**config.mk**
```make
export PLATFORM = sky130hd
export DESIGN_NAME = uepc_top
export DESIGN_NICKNAME = d
export VERILOG_FILES = /design/src/common/uepc_pkg.sv /design/src/logic/uepc_top.sv
export SDC_FILE = /design/constraint.sdc
export NUM_CORES = 1
export LEC_CHECK = 0
export CORE_MARGIN = 3
export CORE_UTILIZATION = 32
export CTS_BUF_LIST = sky130_fd_sc_hd__clkbuf_16
export CTS_CLUSTER_SIZE = 16
export DETAILED_ROUTE_END_ITERATION = 10
export DONT_BUFFER_PORTS = 1
export PLACE_DENSITY = 0.55
export SYNTH_ARGS = -nofsm -noshare
export SYNTH_HDL_FRONTEND = slang
export SYNTH_SLANG_ARGS = --single-unit
```
**constraint.sdc**
```tcl
create_clock -name sys_clk -period 5.3 [get_ports sys_clk]
set_input_delay 0.53 -clock sys_clk [delete_from_list [all_inputs] [get_ports sys_clk]]
set_output_delay 0.53 -clock sys_clk [all_outputs]
set_load 0.01 [all_outputs]
```
**src/common/uepc_pkg.sv**
```systemverilog
package uepc_pkg;

  // ****************************************
  // Register byte offsets
  // ****************************************
  localparam logic [7:0] OFF_LAST_ENDPOINT  = 8'h30;
  localparam logic [7:0] OFF_SPECIAL_MASK   = 8'h34;
  localparam logic [7:0] OFF_OTG_FLAG_MASK  = 8'h38;
  localparam logic [7:0] OFF_POWER_SIGNAL   = 8'h3C;
  localparam logic [7:0] OFF_PHY_CONTROL    = 8'h40;
  localparam logic [7:0] OFF_DEVICE_ADDRESS = 8'h44;
  localparam logic [7:0] OFF_IRQ_STATUS     = 8'h48;
  localparam logic [7:0] OFF_IRQ_MASK       = 8'h4C;

  // ****************************************
  // Field positions
  // ****************************************
  localparam int EP_VALID_BIT      = 4;
  localparam int EP_TAG_BIT        = 4;
  localparam int PWR_VALID_BIT     = 8;
  localparam int PHY_PD_DIS_BIT    = 18;
  localparam int PHY_SE0_CAUSE_BIT = 13;
  localparam int PHY_K_CAUSE_BIT   = 12;
  localparam int PHY_FILT_LSB      = 8;
  localparam int PHY_FILT_MSB      = 11;
  localparam int PHY_HW_RESUME_BIT = 7;
  localparam int PHY_CONF_LSB      = 4;
  localparam int PHY_CONF_MSB      = 6;
  localparam int IRQ_TOKEN_BIT     = 0;
  localparam int IRQ_LINE_BIT      = 1;
  localparam int IRQ_RESUME_BIT    = 2;
  localparam int IRQ_WIDTH         = 3;

  // ****************************************
  // Reset values and writable masks
  // ****************************************
  localparam logic [31:0] RST_ZERO        = 32'h0000_0000;
  localparam logic [31:0] WMASK_SPECIAL   = 32'h0000_FFFF;
  localparam logic [31:0] WMASK_POWER     = 32'h0000_01FF;
  localparam logic [31:0] WMASK_PHY       = 32'h0004_3FF0;
  localparam logic [31:0] WMASK_DEVADDR   = 32'h0000_007F;
  localparam logic [31:0] WMASK_IRQ       = 32'h0000_0007;
  localparam logic [1:0]  RESP_OKAY       = 2'b00;
  localparam logic [1:0]  RESP_SLVERR     = 2'b10;

  // UTMI line states
  localparam logic [1:0] LS_SE0 = 2'b00;
  localparam logic [1:0] LS_K   = 2'b10;

  typedef struct packed {
    logic       valid;
    logic [6:0] addr;
    logic [3:0] endpoint;
  } uepc_token_t;

  // Special flag on top, so the port reads as endpoint | 0x10
  typedef struct packed {
    logic       special;
    logic [3:0] endpoint;
  } uepc_rx_ep_t;

endpackage : uepc_pkg

```
**src/logic/uepc_top.sv**
```systemverilog
// Our own choice: register access over AXI4-Lite.
`timescale 1ns/1ps
// Function
// RULE_01: Store endpoint of latest received token
// RULE_02: Bit 4 flags stored endpoint valid
// RULE_03: Masked endpoints tagged with 0x10 on receive
// RULE_04: SE0 auto-resume sets sticky bit 13
// RULE_05: K auto-resume sets sticky bit 12
// RULE_06: Line-state filter delay two power field
// RULE_07: Bit 7 selects hardware or polled resume
// RULE_08: Bits 6:4 drive PHY config pins
// RULE_09: Bit 18 disables port pulldowns
// RULE_10: Pass only tokens matching device address
// RULE_11: Forward line state only after stable
// RULE_12: Reserved bits read zero, ignore writes
module uepc_top #(
  parameter int ADDR_W = 8
) (
  // Clock and reset
  input  wire logic               sys_clk,
  input  wire logic               rst,
  // AXI4-Lite write
  input  wire logic [ADDR_W-1:0]  s_axi_awaddr,
  input  wire logic               s_axi_awvalid,
  output logic                    s_axi_awready,
  input  wire logic [31:0]        s_axi_wdata,
  input  wire logic [3:0]         s_axi_wstrb,
  input  wire logic               s_axi_wvalid,
  output logic                    s_axi_wready,
  output logic [1:0]              s_axi_bresp,
  output logic                    s_axi_bvalid,
  input  wire logic               s_axi_bready,
  // AXI4-Lite read
  input  wire logic [ADDR_W-1:0]  s_axi_araddr,
  input  wire logic               s_axi_arvalid,
  output logic                    s_axi_arready,
  output logic [31:0]             s_axi_rdata,
  output logic [1:0]              s_axi_rresp,
  output logic                    s_axi_rvalid,
  input  wire logic               s_axi_rready,
  // Decoded token from packet engine
  input  wire uepc_pkg::uepc_token_t token_in,
  // Receive port endpoint
  output uepc_pkg::uepc_rx_ep_t   rx_endpoint,
  output logic                    rx_endpoint_valid,
  // PHY
  input  wire logic [1:0]         phy_linestate,
  input  wire logic               phy_suspended,
  output logic [1:0]              linestate_filt,
  output logic                    suspend_resume,
  output logic [2:0]              phy_config_pins,
  output logic                    phy_port_a_pulldown_dis,
  output logic                    phy_port_b_pulldown_dis,
  // Interrupt
  output logic                    irq
);

  // ****************************************
  // Register state
  // ****************************************
  logic [3:0]  last_ep,   next_last_ep;
  logic        ep_valid,  next_ep_valid;
  logic [15:0] special_mask, next_special_mask;
  logic [31:0] otg_flag_mask, next_otg_flag_mask;
  logic [8:0]  power_signalling, next_power_signalling;
  logic [31:0] phy_control, next_phy_control;
  logic [6:0]  device_address, next_device_address;
  logic [2:0]  irq_status, next_irq_status;
  logic [2:0]  irq_mask, next_irq_mask;

  // ****************************************
  // AXI4-Lite handshake state
  // ****************************************
  logic              aw_held, next_aw_held;
  logic              w_held,  next_w_held;
  logic [ADDR_W-1:0] aw_addr, next_aw_addr;
  logic [31:0]       w_data,  next_w_data;
  logic [3:0]        w_strb,  next_w_strb;
  logic              bvalid,  next_bvalid;
  logic [1:0]        bresp,   next_bresp;
  logic              rvalid,  next_rvalid;
  logic [1:0]        rresp,   next_rresp;
  logic [31:0]       rdata,   next_rdata;

  logic wr_fire;
  logic rd_fire;
  logic [7:0] wr_off;
  logic [7:0] rd_off;
  logic [31:0] wr_bits;

  // Accept each channel once; hold until response accepted
  assign s_axi_awready = !aw_held && !bvalid;
  assign s_axi_wready  = !w_held && !bvalid;
  assign s_axi_arready = !rvalid;
  assign s_axi_bvalid  = bvalid;
  assign s_axi_bresp   = bresp;
  assign s_axi_rvalid  = rvalid;
  assign s_axi_rresp   = rresp;
  assign s_axi_rdata   = rdata;

  logic              aw_now;
  logic              w_now;
  logic [ADDR_W-1:0] eff_awaddr;
  logic [31:0]       eff_wdata;
  logic [3:0]        eff_wstrb;

  always_comb
  begin
    aw_now     = aw_held || (s_axi_awvalid && s_axi_awready);
    w_now      = w_held || (s_axi_wvalid && s_axi_wready);
    eff_awaddr = aw_held ? aw_addr : s_axi_awaddr;
    eff_wdata  = w_held ? w_data : s_axi_wdata;
    eff_wstrb  = w_held ? w_strb : s_axi_wstrb;
    wr_fire    = aw_now && w_now && !bvalid;
    rd_fire    = s_axi_arvalid && s_axi_arready;
    wr_off     = {eff_awaddr[7:2], 2'b00};
    rd_off     = {s_axi_araddr[7:2], 2'b00};
    wr_bits    = {{8{eff_wstrb[3]}}, {8{eff_wstrb[2]}}, {8{eff_wstrb[1]}}, {8{eff_wstrb[0]}}};
  end

  function automatic logic mapped(input logic [7:0] off);
    mapped = (off == uepc_pkg::OFF_LAST_ENDPOINT) || (off == uepc_pkg::OFF_SPECIAL_MASK)
          || (off == uepc_pkg::OFF_OTG_FLAG_MASK) || (off == uepc_pkg::OFF_POWER_SIGNAL)
          || (off == uepc_pkg::OFF_PHY_CONTROL) || (off == uepc_pkg::OFF_DEVICE_ADDRESS)
          || (off == uepc_pkg::OFF_IRQ_STATUS) || (off == uepc_pkg::OFF_IRQ_MASK);
  endfunction : mapped

  // Merge write data under byte strobes and writable mask
  function automatic logic [31:0] merge(input logic [31:0] old, input logic [31:0] nw,
                                        input logic [31:0] be, input logic [31:0] wm);
    merge = (old & ~(be & wm)) | (nw & be & wm);
  endfunction : merge

  // ****************************************
  // Line-state filter
  // ****************************************
  logic [1:0]  ls_cand,  next_ls_cand;
  logic [15:0] ls_count, next_ls_count;
  logic [1:0]  ls_filt,  next_ls_filt;
  logic [15:0] ls_limit;
  logic        ls_change;

  always_comb
  begin
    ls_limit      = 16'h0001 << phy_control[uepc_pkg::PHY_FILT_MSB:uepc_pkg::PHY_FILT_LSB]; // [RULE_06]
    next_ls_cand  = ls_cand;
    next_ls_count = ls_count;
    next_ls_filt  = ls_filt;
    ls_change     = 1'b0;
    if (phy_linestate != ls_cand)
    begin
      // Any glitch restarts the stability count
      next_ls_cand  = phy_linestate; // [RULE_11]
      next_ls_count = 16'h0001;
      // Shortest delay: the first sample already fills the window
      if (ls_limit == 16'h0001 && phy_linestate != ls_filt)
      begin
        next_ls_filt = phy_linestate; // [RULE_06]
        ls_change    = 1'b1;
      end
    end
    else if (ls_cand != ls_filt)
    begin
      if (ls_count >= ls_limit - 16'h0001)
      begin
        next_ls_filt = ls_cand; // [RULE_06] [RULE_11]
        ls_change    = 1'b1;
      end
      else
      begin
        next_ls_count = ls_count + 16'h0001;
      end
    end
  end

  assign linestate_filt = ls_filt;

  // ****************************************
  // Resume detection
  // ****************************************
  logic hw_resume;
  logic resume_se0;
  logic resume_k;
  logic resume_q, next_resume_q;

  always_comb
  begin
    hw_resume     = phy_control[uepc_pkg::PHY_HW_RESUME_BIT]; // [RULE_07]
    resume_se0    = hw_resume && phy_suspended && ls_change && next_ls_filt == uepc_pkg::LS_SE0;
    resume_k      = hw_resume && phy_suspended && ls_change && next_ls_filt == uepc_pkg::LS_K;
    next_resume_q = resume_se0 || resume_k;
  end

  assign suspend_resume = resume_q; // [RULE_07]

  // ****************************************
  // Token capture
  // ****************************************
  logic tok_ok;

  always_comb
  begin
    tok_ok = token_in.valid && (token_in.addr == device_address); // [RULE_10]
  end

  // ****************************************
  // Register next-state
  // ****************************************
  always_comb
  begin
    next_last_ep          = last_ep;
    next_ep_valid         = ep_valid;
    next_special_mask     = special_mask;
    next_otg_flag_mask    = otg_flag_mask;
    next_power_signalling = power_signalling;
    next_phy_control      = phy_control;
    next_device_address   = device_address;
    next_irq_status       = irq_status;
    next_irq_mask         = irq_mask;
    next_aw_held = aw_held;
    next_w_held  = w_held;
    next_aw_addr = aw_addr;
    next_w_data  = w_data;
    next_w_strb  = w_strb;
    next_bvalid  = bvalid;
    next_bresp   = bresp;
    next_rvalid  = rvalid;
    next_rresp   = rresp;
    next_rdata   = rdata;

    if (s_axi_awvalid && s_axi_awready && !(w_now))
    begin
      next_aw_held = 1'b1;
      next_aw_addr = s_axi_awaddr;
    end
    if (s_axi_wvalid && s_axi_wready && !(aw_now))
    begin
      next_w_held = 1'b1;
      next_w_data = s_axi_wdata;
      next_w_strb = s_axi_wstrb;
    end

    // Software writes; reserved bits masked off [RULE_12]
    if (wr_fire)
    begin
      next_aw_held = 1'b0;
      next_w_held  = 1'b0;
      next_bvalid  = 1'b1;
      next_bresp   = mapped(wr_off) ? uepc_pkg::RESP_OKAY : uepc_pkg::RESP_SLVERR;
      unique case (wr_off)
        uepc_pkg::OFF_SPECIAL_MASK:
          next_special_mask = 16'(merge({16'h0000, special_mask}, eff_wdata, wr_bits,
                                        uepc_pkg::WMASK_SPECIAL)); // [RULE_03]
        uepc_pkg::OFF_OTG_FLAG_MASK:
          next_otg_flag_mask = merge(otg_flag_mask, eff_wdata, wr_bits, 32'hFFFF_FFFF);
        uepc_pkg::OFF_POWER_SIGNAL:
          next_power_signalling = 9'(merge({23'h0, power_signalling}, eff_wdata, wr_bits,
                                           uepc_pkg::WMASK_POWER));
        uepc_pkg::OFF_PHY_CONTROL:
          next_phy_control = merge(phy_control, eff_wdata, wr_bits, uepc_pkg::WMASK_PHY);
        uepc_pkg::OFF_DEVICE_ADDRESS:
          next_device_address = 7'(merge({25'h0, device_address}, eff_wdata, wr_bits,
                                         uepc_pkg::WMASK_DEVADDR));
        uepc_pkg::OFF_IRQ_STATUS:
          next_irq_status = irq_status & ~(eff_wdata[2:0] & wr_bits[2:0]);
        uepc_pkg::OFF_IRQ_MASK:
          next_irq_mask = 3'(merge({29'h0, irq_mask}, eff_wdata, wr_bits, uepc_pkg::WMASK_IRQ));
        default:
          next_bvalid = 1'b1;
      endcase
    end
    if (bvalid && s_axi_bready)
      next_bvalid = 1'b0;

    // Hardware events win over a same-cycle software clear
    if (tok_ok)
    begin
      next_last_ep  = token_in.endpoint; // [RULE_01]
      next_ep_valid = 1'b1; // [RULE_02]
      next_irq_status[uepc_pkg::IRQ_TOKEN_BIT] = 1'b1;
    end
    if (ls_change)
      next_irq_status[uepc_pkg::IRQ_LINE_BIT] = 1'b1;
    if (resume_se0)
    begin
      next_phy_control[uepc_pkg::PHY_SE0_CAUSE_BIT] = 1'b1; // [RULE_04]
      next_irq_status[uepc_pkg::IRQ_RESUME_BIT] = 1'b1;
    end
    if (resume_k)
    begin
      next_phy_control[uepc_pkg::PHY_K_CAUSE_BIT] = 1'b1; // [RULE_05]
      next_irq_status[uepc_pkg::IRQ_RESUME_BIT] = 1'b1;
    end

    if (rd_fire)
    begin
      next_rvalid = 1'b1;
      next_rresp  = mapped(rd_off) ? uepc_pkg::RESP_OKAY : uepc_pkg::RESP_SLVERR;
      unique case (rd_off)
        uepc_pkg::OFF_LAST_ENDPOINT:  next_rdata = {27'h0, ep_valid, last_ep}; // [RULE_01] [RULE_02]
        uepc_pkg::OFF_SPECIAL_MASK:   next_rdata = {16'h0, special_mask};
        uepc_pkg::OFF_OTG_FLAG_MASK:  next_rdata = otg_flag_mask;
        uepc_pkg::OFF_POWER_SIGNAL:   next_rdata = {23'h0, power_signalling};
        uepc_pkg::OFF_PHY_CONTROL:    next_rdata = phy_control & uepc_pkg::WMASK_PHY; // [RULE_12]
        uepc_pkg::OFF_DEVICE_ADDRESS: next_rdata = {25'h0, device_address};
        uepc_pkg::OFF_IRQ_STATUS:     next_rdata = {29'h0, irq_status};
        uepc_pkg::OFF_IRQ_MASK:       next_rdata = {29'h0, irq_mask};
        default:                      next_rdata = uepc_pkg::RST_ZERO;
      endcase
    end
    else if (rvalid && s_axi_rready)
      next_rvalid = 1'b0;
  end

  // ****************************************
  // Registers
  // ****************************************
  always_ff @(posedge sys_clk)
  begin
    if (rst)
    begin
      last_ep          <= 4'h0;
      ep_valid         <= 1'b0;
      special_mask     <= 16'h0000;
      otg_flag_mask    <= uepc_pkg::RST_ZERO;
      power_signalling <= 9'h000;
      phy_control      <= uepc_pkg::RST_ZERO;
      device_address   <= 7'h00;
      irq_status       <= 3'h0;
      irq_mask         <= 3'h0;
      aw_held <= 1'b0;
      w_held  <= 1'b0;
      aw_addr <= '0;
      w_data  <= 32'h0000_0000;
      w_strb  <= 4'h0;
      bvalid  <= 1'b0;
      bresp   <= 2'b00;
      rvalid  <= 1'b0;
      rresp   <= 2'b00;
      rdata   <= 32'h0000_0000;
      ls_cand  <= 2'b01;
      ls_count <= 16'h0000;
      ls_filt  <= 2'b01;
      resume_q <= 1'b0;
      rx_endpoint       <= '0;
      rx_endpoint_valid <= 1'b0;
      irq               <= 1'b0;
    end
    else
    begin
      last_ep          <= next_last_ep;
      ep_valid         <= next_ep_valid;
      special_mask     <= next_special_mask;
      otg_flag_mask    <= next_otg_flag_mask;
      power_signalling <= next_power_signalling;
      phy_control      <= next_phy_control;
      device_address   <= next_device_address;
      irq_status       <= next_irq_status;
      irq_mask         <= next_irq_mask;
      aw_held <= next_aw_held;
      w_held  <= next_w_held;
      aw_addr <= next_aw_addr;
      w_data  <= next_w_data;
      w_strb  <= next_w_strb;
      bvalid  <= next_bvalid;
      bresp   <= next_bresp;
      rvalid  <= next_rvalid;
      rresp   <= next_rresp;
      rdata   <= next_rdata;
      ls_cand  <= next_ls_cand;
      ls_count <= next_ls_count;
      ls_filt  <= next_ls_filt;
      resume_q <= next_resume_q;
      // Foreign tokens leave the receive port untouched
      if (tok_ok)
      begin
        rx_endpoint.endpoint <= token_in.endpoint;
        rx_endpoint.special  <= special_mask[token_in.endpoint]; // [RULE_03]
      end
      rx_endpoint_valid    <= tok_ok; // [RULE_10]
      irq                  <= |(next_irq_status & next_irq_mask);
    end
  end

  assign phy_config_pins =
    phy_control[uepc_pkg::PHY_CONF_MSB:uepc_pkg::PHY_CONF_LSB]; // [RULE_08]
  assign phy_port_a_pulldown_dis = phy_control[uepc_pkg::PHY_PD_DIS_BIT]; // [RULE_09]
  assign phy_port_b_pulldown_dis = phy_control[uepc_pkg::PHY_PD_DIS_BIT]; // [RULE_09]
endmodule : uepc_top
```
### Word-level counts from Yosys, hierarchy flattened

Cells that the tools add are included.
Widths: inputs -> output; s select.

* magnitude comparators: 2
* reduce and logical (&&, ||, !) cells: 60
* multiplexer cells: 33
* $add $sub $neg: 2
* equal/unequal tests: 23
* shifts and indexed selects: 1
* bitwise operators: 24

Operator list (number)
* $pmux 32 s8: 1
* $and 32x32->32: 3
* $eq 6x4->1 const B: 8
* $eq 6x5->1 const B: 8
* $mux 32: 1
* $not 19->32: 1
* $not 32->32: 1
* $or 32x19->32: 1
* $or 32x32->32: 1
* $mux 14: 2
* $reduce_and 2->1: 9
* $logic_and 1x1->1: 17
* $logic_or 1x1->1: 17
* $add 16x1->16 const B: 1
* $and 16x16->16: 1
* $eq 16x1->1 const B: 1
* $ge 16x16->1: 1
* $mux 1: 16
* $not 16->16: 1
* $or 16x16->16: 1
* $shl 1x4->16 const A: 1
* $sub 16x1->16 const B: 1
* $and 3x3->3: 4
* $mux 2: 6
* 23 further kinds: 41

* bits in registers: 215
* output and inout bits: 56

### Logic depth before layout (Yosys ltp)

* depth in word-level cells: 12
* gate-level depth with buffers: 16
* gate-level depth less buffers: 15

### Worst setup path before layout

OpenSTA, ideal clock, no wires.

* kind: register to register
* start: register with a tool-made name
* end: register phy_control[13]
* library setup time: 127 ps
* path slack: 1884 ps
* arrival time: 3288 ps
* stages on the path, launching flop included: 16
* buffers on the path: 1
* required time: 5173 ps
* path through: dfxtp_1 > clkbuf_1 > nor2_1 > nand3b_1 > ha_1 > or2_2 > o21ai_0 > a22o_1 > a21oi_1 > ha_1 > nand4_1 > nor4_4 > nand3_1 > a41o_1 > a221o_1 > o2bb2ai_1

RTL lines
* end signal, assigned: line uepc_top.sv:327 `phy_control <= uepc_pkg::RST_ZERO;`
* end signal, assigned: line uepc_top.sv:356 `phy_control <= next_phy_control;`
* end, declared: line uepc_top.sv:66 `logic [31:0] phy_control, next_phy_control;`

==> results.tsv <==
metric	value	unit
root_buffer	clkbuf_16	
vias_per_cell	5.148	
yosys_warnings	0	
ctsHtreeMaxLevel	4	
drtAntennaViolNets	0	
setup-tns-final	0	ns
die_h	173.8	um
fin_skew	0.01953	ns
synth-edff-count	0	
insertion_delay	0.43	ns
finalSetupViolCount	0	
hold_depth	1	
cts_max_path_buffers	2	
gp_congestion	0.8006	
vias	7006	
critPathLaunchType	flip-flop	
hpwlAfterDp	17090	um
synth.area.top_cells	dfxtp_1 (42%), mux2i_1 (12%), nor2_1 (6.0%), a21oi_1 (5.4%), nand2_1 (4.7%)	
grt_pass1_vias	6600	
yosysMostFrequentCell	dfxtp_1	
netlist_area	9009	sq um
ctsHoldBuffers	0	
syn_area_per_cell	8.884	sq um
r2r_cells	14	
grt_max_degree	176	
power	0.002911	W
hp-class	in -> reg	
drive_above_1_share	9.514	%
drt_iter0_drc	525	
cp_slowest_cell	or4_1	
synth-async-reset-ratio	0	%
initial_core_util	32.97	%
ctsResizeCount	0	
fp.dieW	173.8	um
fmax	246.4	MHz
synth_top_area_share	42.22	%
cts_buffers	17	
finish.utilization	35.95	%
synth_cell_type_count	75	
finalCritPeriodShare	76.57	%
cts.clk_slew.worst_paths	0.08	ns
ios	130	
hold_viol	0	
ys_seq_area_share	42.22	%
finalMaxSlewViolations	0	
yosys_register_bits	190	
worst-path-max-fanout	13	
power_density	296.3	nW/um^2
crit_chain	nor2_1, nand3b_1, ha_1, or2_2, o21ai_0, a22o_1, a21oi_1, ha_1, nand4_1, nor4_4, a311oi_4, nand4_2, or4_1, a21oi_1	
num_rows	60	
fin_cells	1361	
dp_cells	1329	
worstPathArrival	4.40	ns
grt_antenna_before_repair	1	
area.growth.synth_to_final	9.056	%
synthTopCellsByCount	dfxtp_1 (190), nor2_1 (145), nand2_1 (113)	
placeableCoreArea	27330	sq um
nFillCells	2853	
cp-end-kind	flip-flop	
fin_nets	1069	
io_buffer_count	0	
drt-total-wl	24500	um
synth_cells	1014	
max_slew_margin	46.35	%
leakage	3.380	nW
rsz0062_at_grt	false	
synthFlopType	dfxtp_1	
fin_crit	4.058	ns
post-cts-setup-buffer-count	0	
crit_type	reg -> reg	
drc	0	
cts_tree	done	
status	complete, no violations	
crit_required	5.65	ns
clock_sinks	190	
max_cap_viol_count	0	
dr.pass1.iters	5	
vdd_drop_max	197.2	uV
dieArea	30200	sq um
post_drt_wl_per_cell	18.00	um
grt_pass1_wl	38560	um
max_stage_delay	0.49	ns
worst_slew_pin_slew	0.8017	ns
yosysTopAreaCell	dfxtp_1	
track_usage	16.02	%
grt_overflow	0	
-- cells by family after synthesis --
family,Yosys count,synth area share [%]
xor+xnor,17,1.653
simple gates,376,19.86
buf+inv,84,4.014
compound gates,195,13.86
flops,190,42.22
other cells,2,0.08336
mux,131,15.67
fa+ha+maj,19,2.639
-- critical path: cells and delay by family, from the launching register on --
kind | cells | cell delay (ns)
flip-flops | 1 | 0.45
AND/OR/NAND/NOR | 7 | 1.90
AO/OA/AOI/OAI | 5 | 0.94
adder cells (fa/ha/maj) | 2 | 0.69
-- per-stage QoR --
step	area, sq um	worst slack, ns	hold WS [ns]
2_1_floorplan	9012	1.884	0.4329
3_3_place_gp	9270	1.358	0.4357
3_5_place_dp	9270	1.284	0.4431
4_1_cts	9822	1.238	0.1574
5_1_grt	9824	0.7654	0.1522
6_report	9824	1.242	0.1783
-- per-layer routing --
layer / up-vias / wire, um / track usage [%]
li1: 3501 / - / -
met1: 3358 / 11660 / 21.62
met2: 133 / 11510 / 25.84
met3: 14 / 1064 / 3.679
met4: 0 / 265 / 4.290
met5: - / 0 / 0
-- path summary, 6_finish.rpt --
path / slack, ns / end / from
max: 1.24 / ls_count[15]$_SDFFE_PP0P_ / flip-flop
min: 0.18 / aw_addr[5]$_SDFFE_PP0P_ / rst
min reg2reg: 0.45 / w_data[2]$_SDFFE_PP0P_ / w_data[2]$_SDFFE_PP0P_
max reg2reg: 1.24 / ls_count[15]$_SDFFE_PP0P_ / flip-flop
-- power breakdown --
group / total (W) / internal, W / switching, W
logic: 0.000203 / 0.0000811 / 0.000121
registers: 0.00148 / 0.00145 / 0.0000282
clock network: 0.00123 / 0.000617 / 0.000610
total: 0.00291 / 0.00215 / 0.000759
-- placed cells by master, fill, tap and decap left out, types with 13 or more instances in the layout --
cell,n
mux2_2,19
or3_1,13
mux2i_1,105
dfxtp_1,189
nor2_1,145
inv_1,16
clkbuf_16,17
a21oi_1,97
ha_1,19
nand3_1,29
nand2_1,113
o21ai_0,21
a211oi_1,18
-- area by class of cell --
type	instances	area (sq um)	share of cell area, %
clock buffers	17	425.4	4.330
multi-input cells	741	4865	49.52
diodes	1	2.502	0.02547
well taps	372	465.4	4.738
clock inverters	14	126.4	1.286
inverters	16	60.06	0.6113
repair buffers	10	75.07	0.7641
flip-flops and latches	190	3805	38.73
Power figures use the tool's default switching activity.
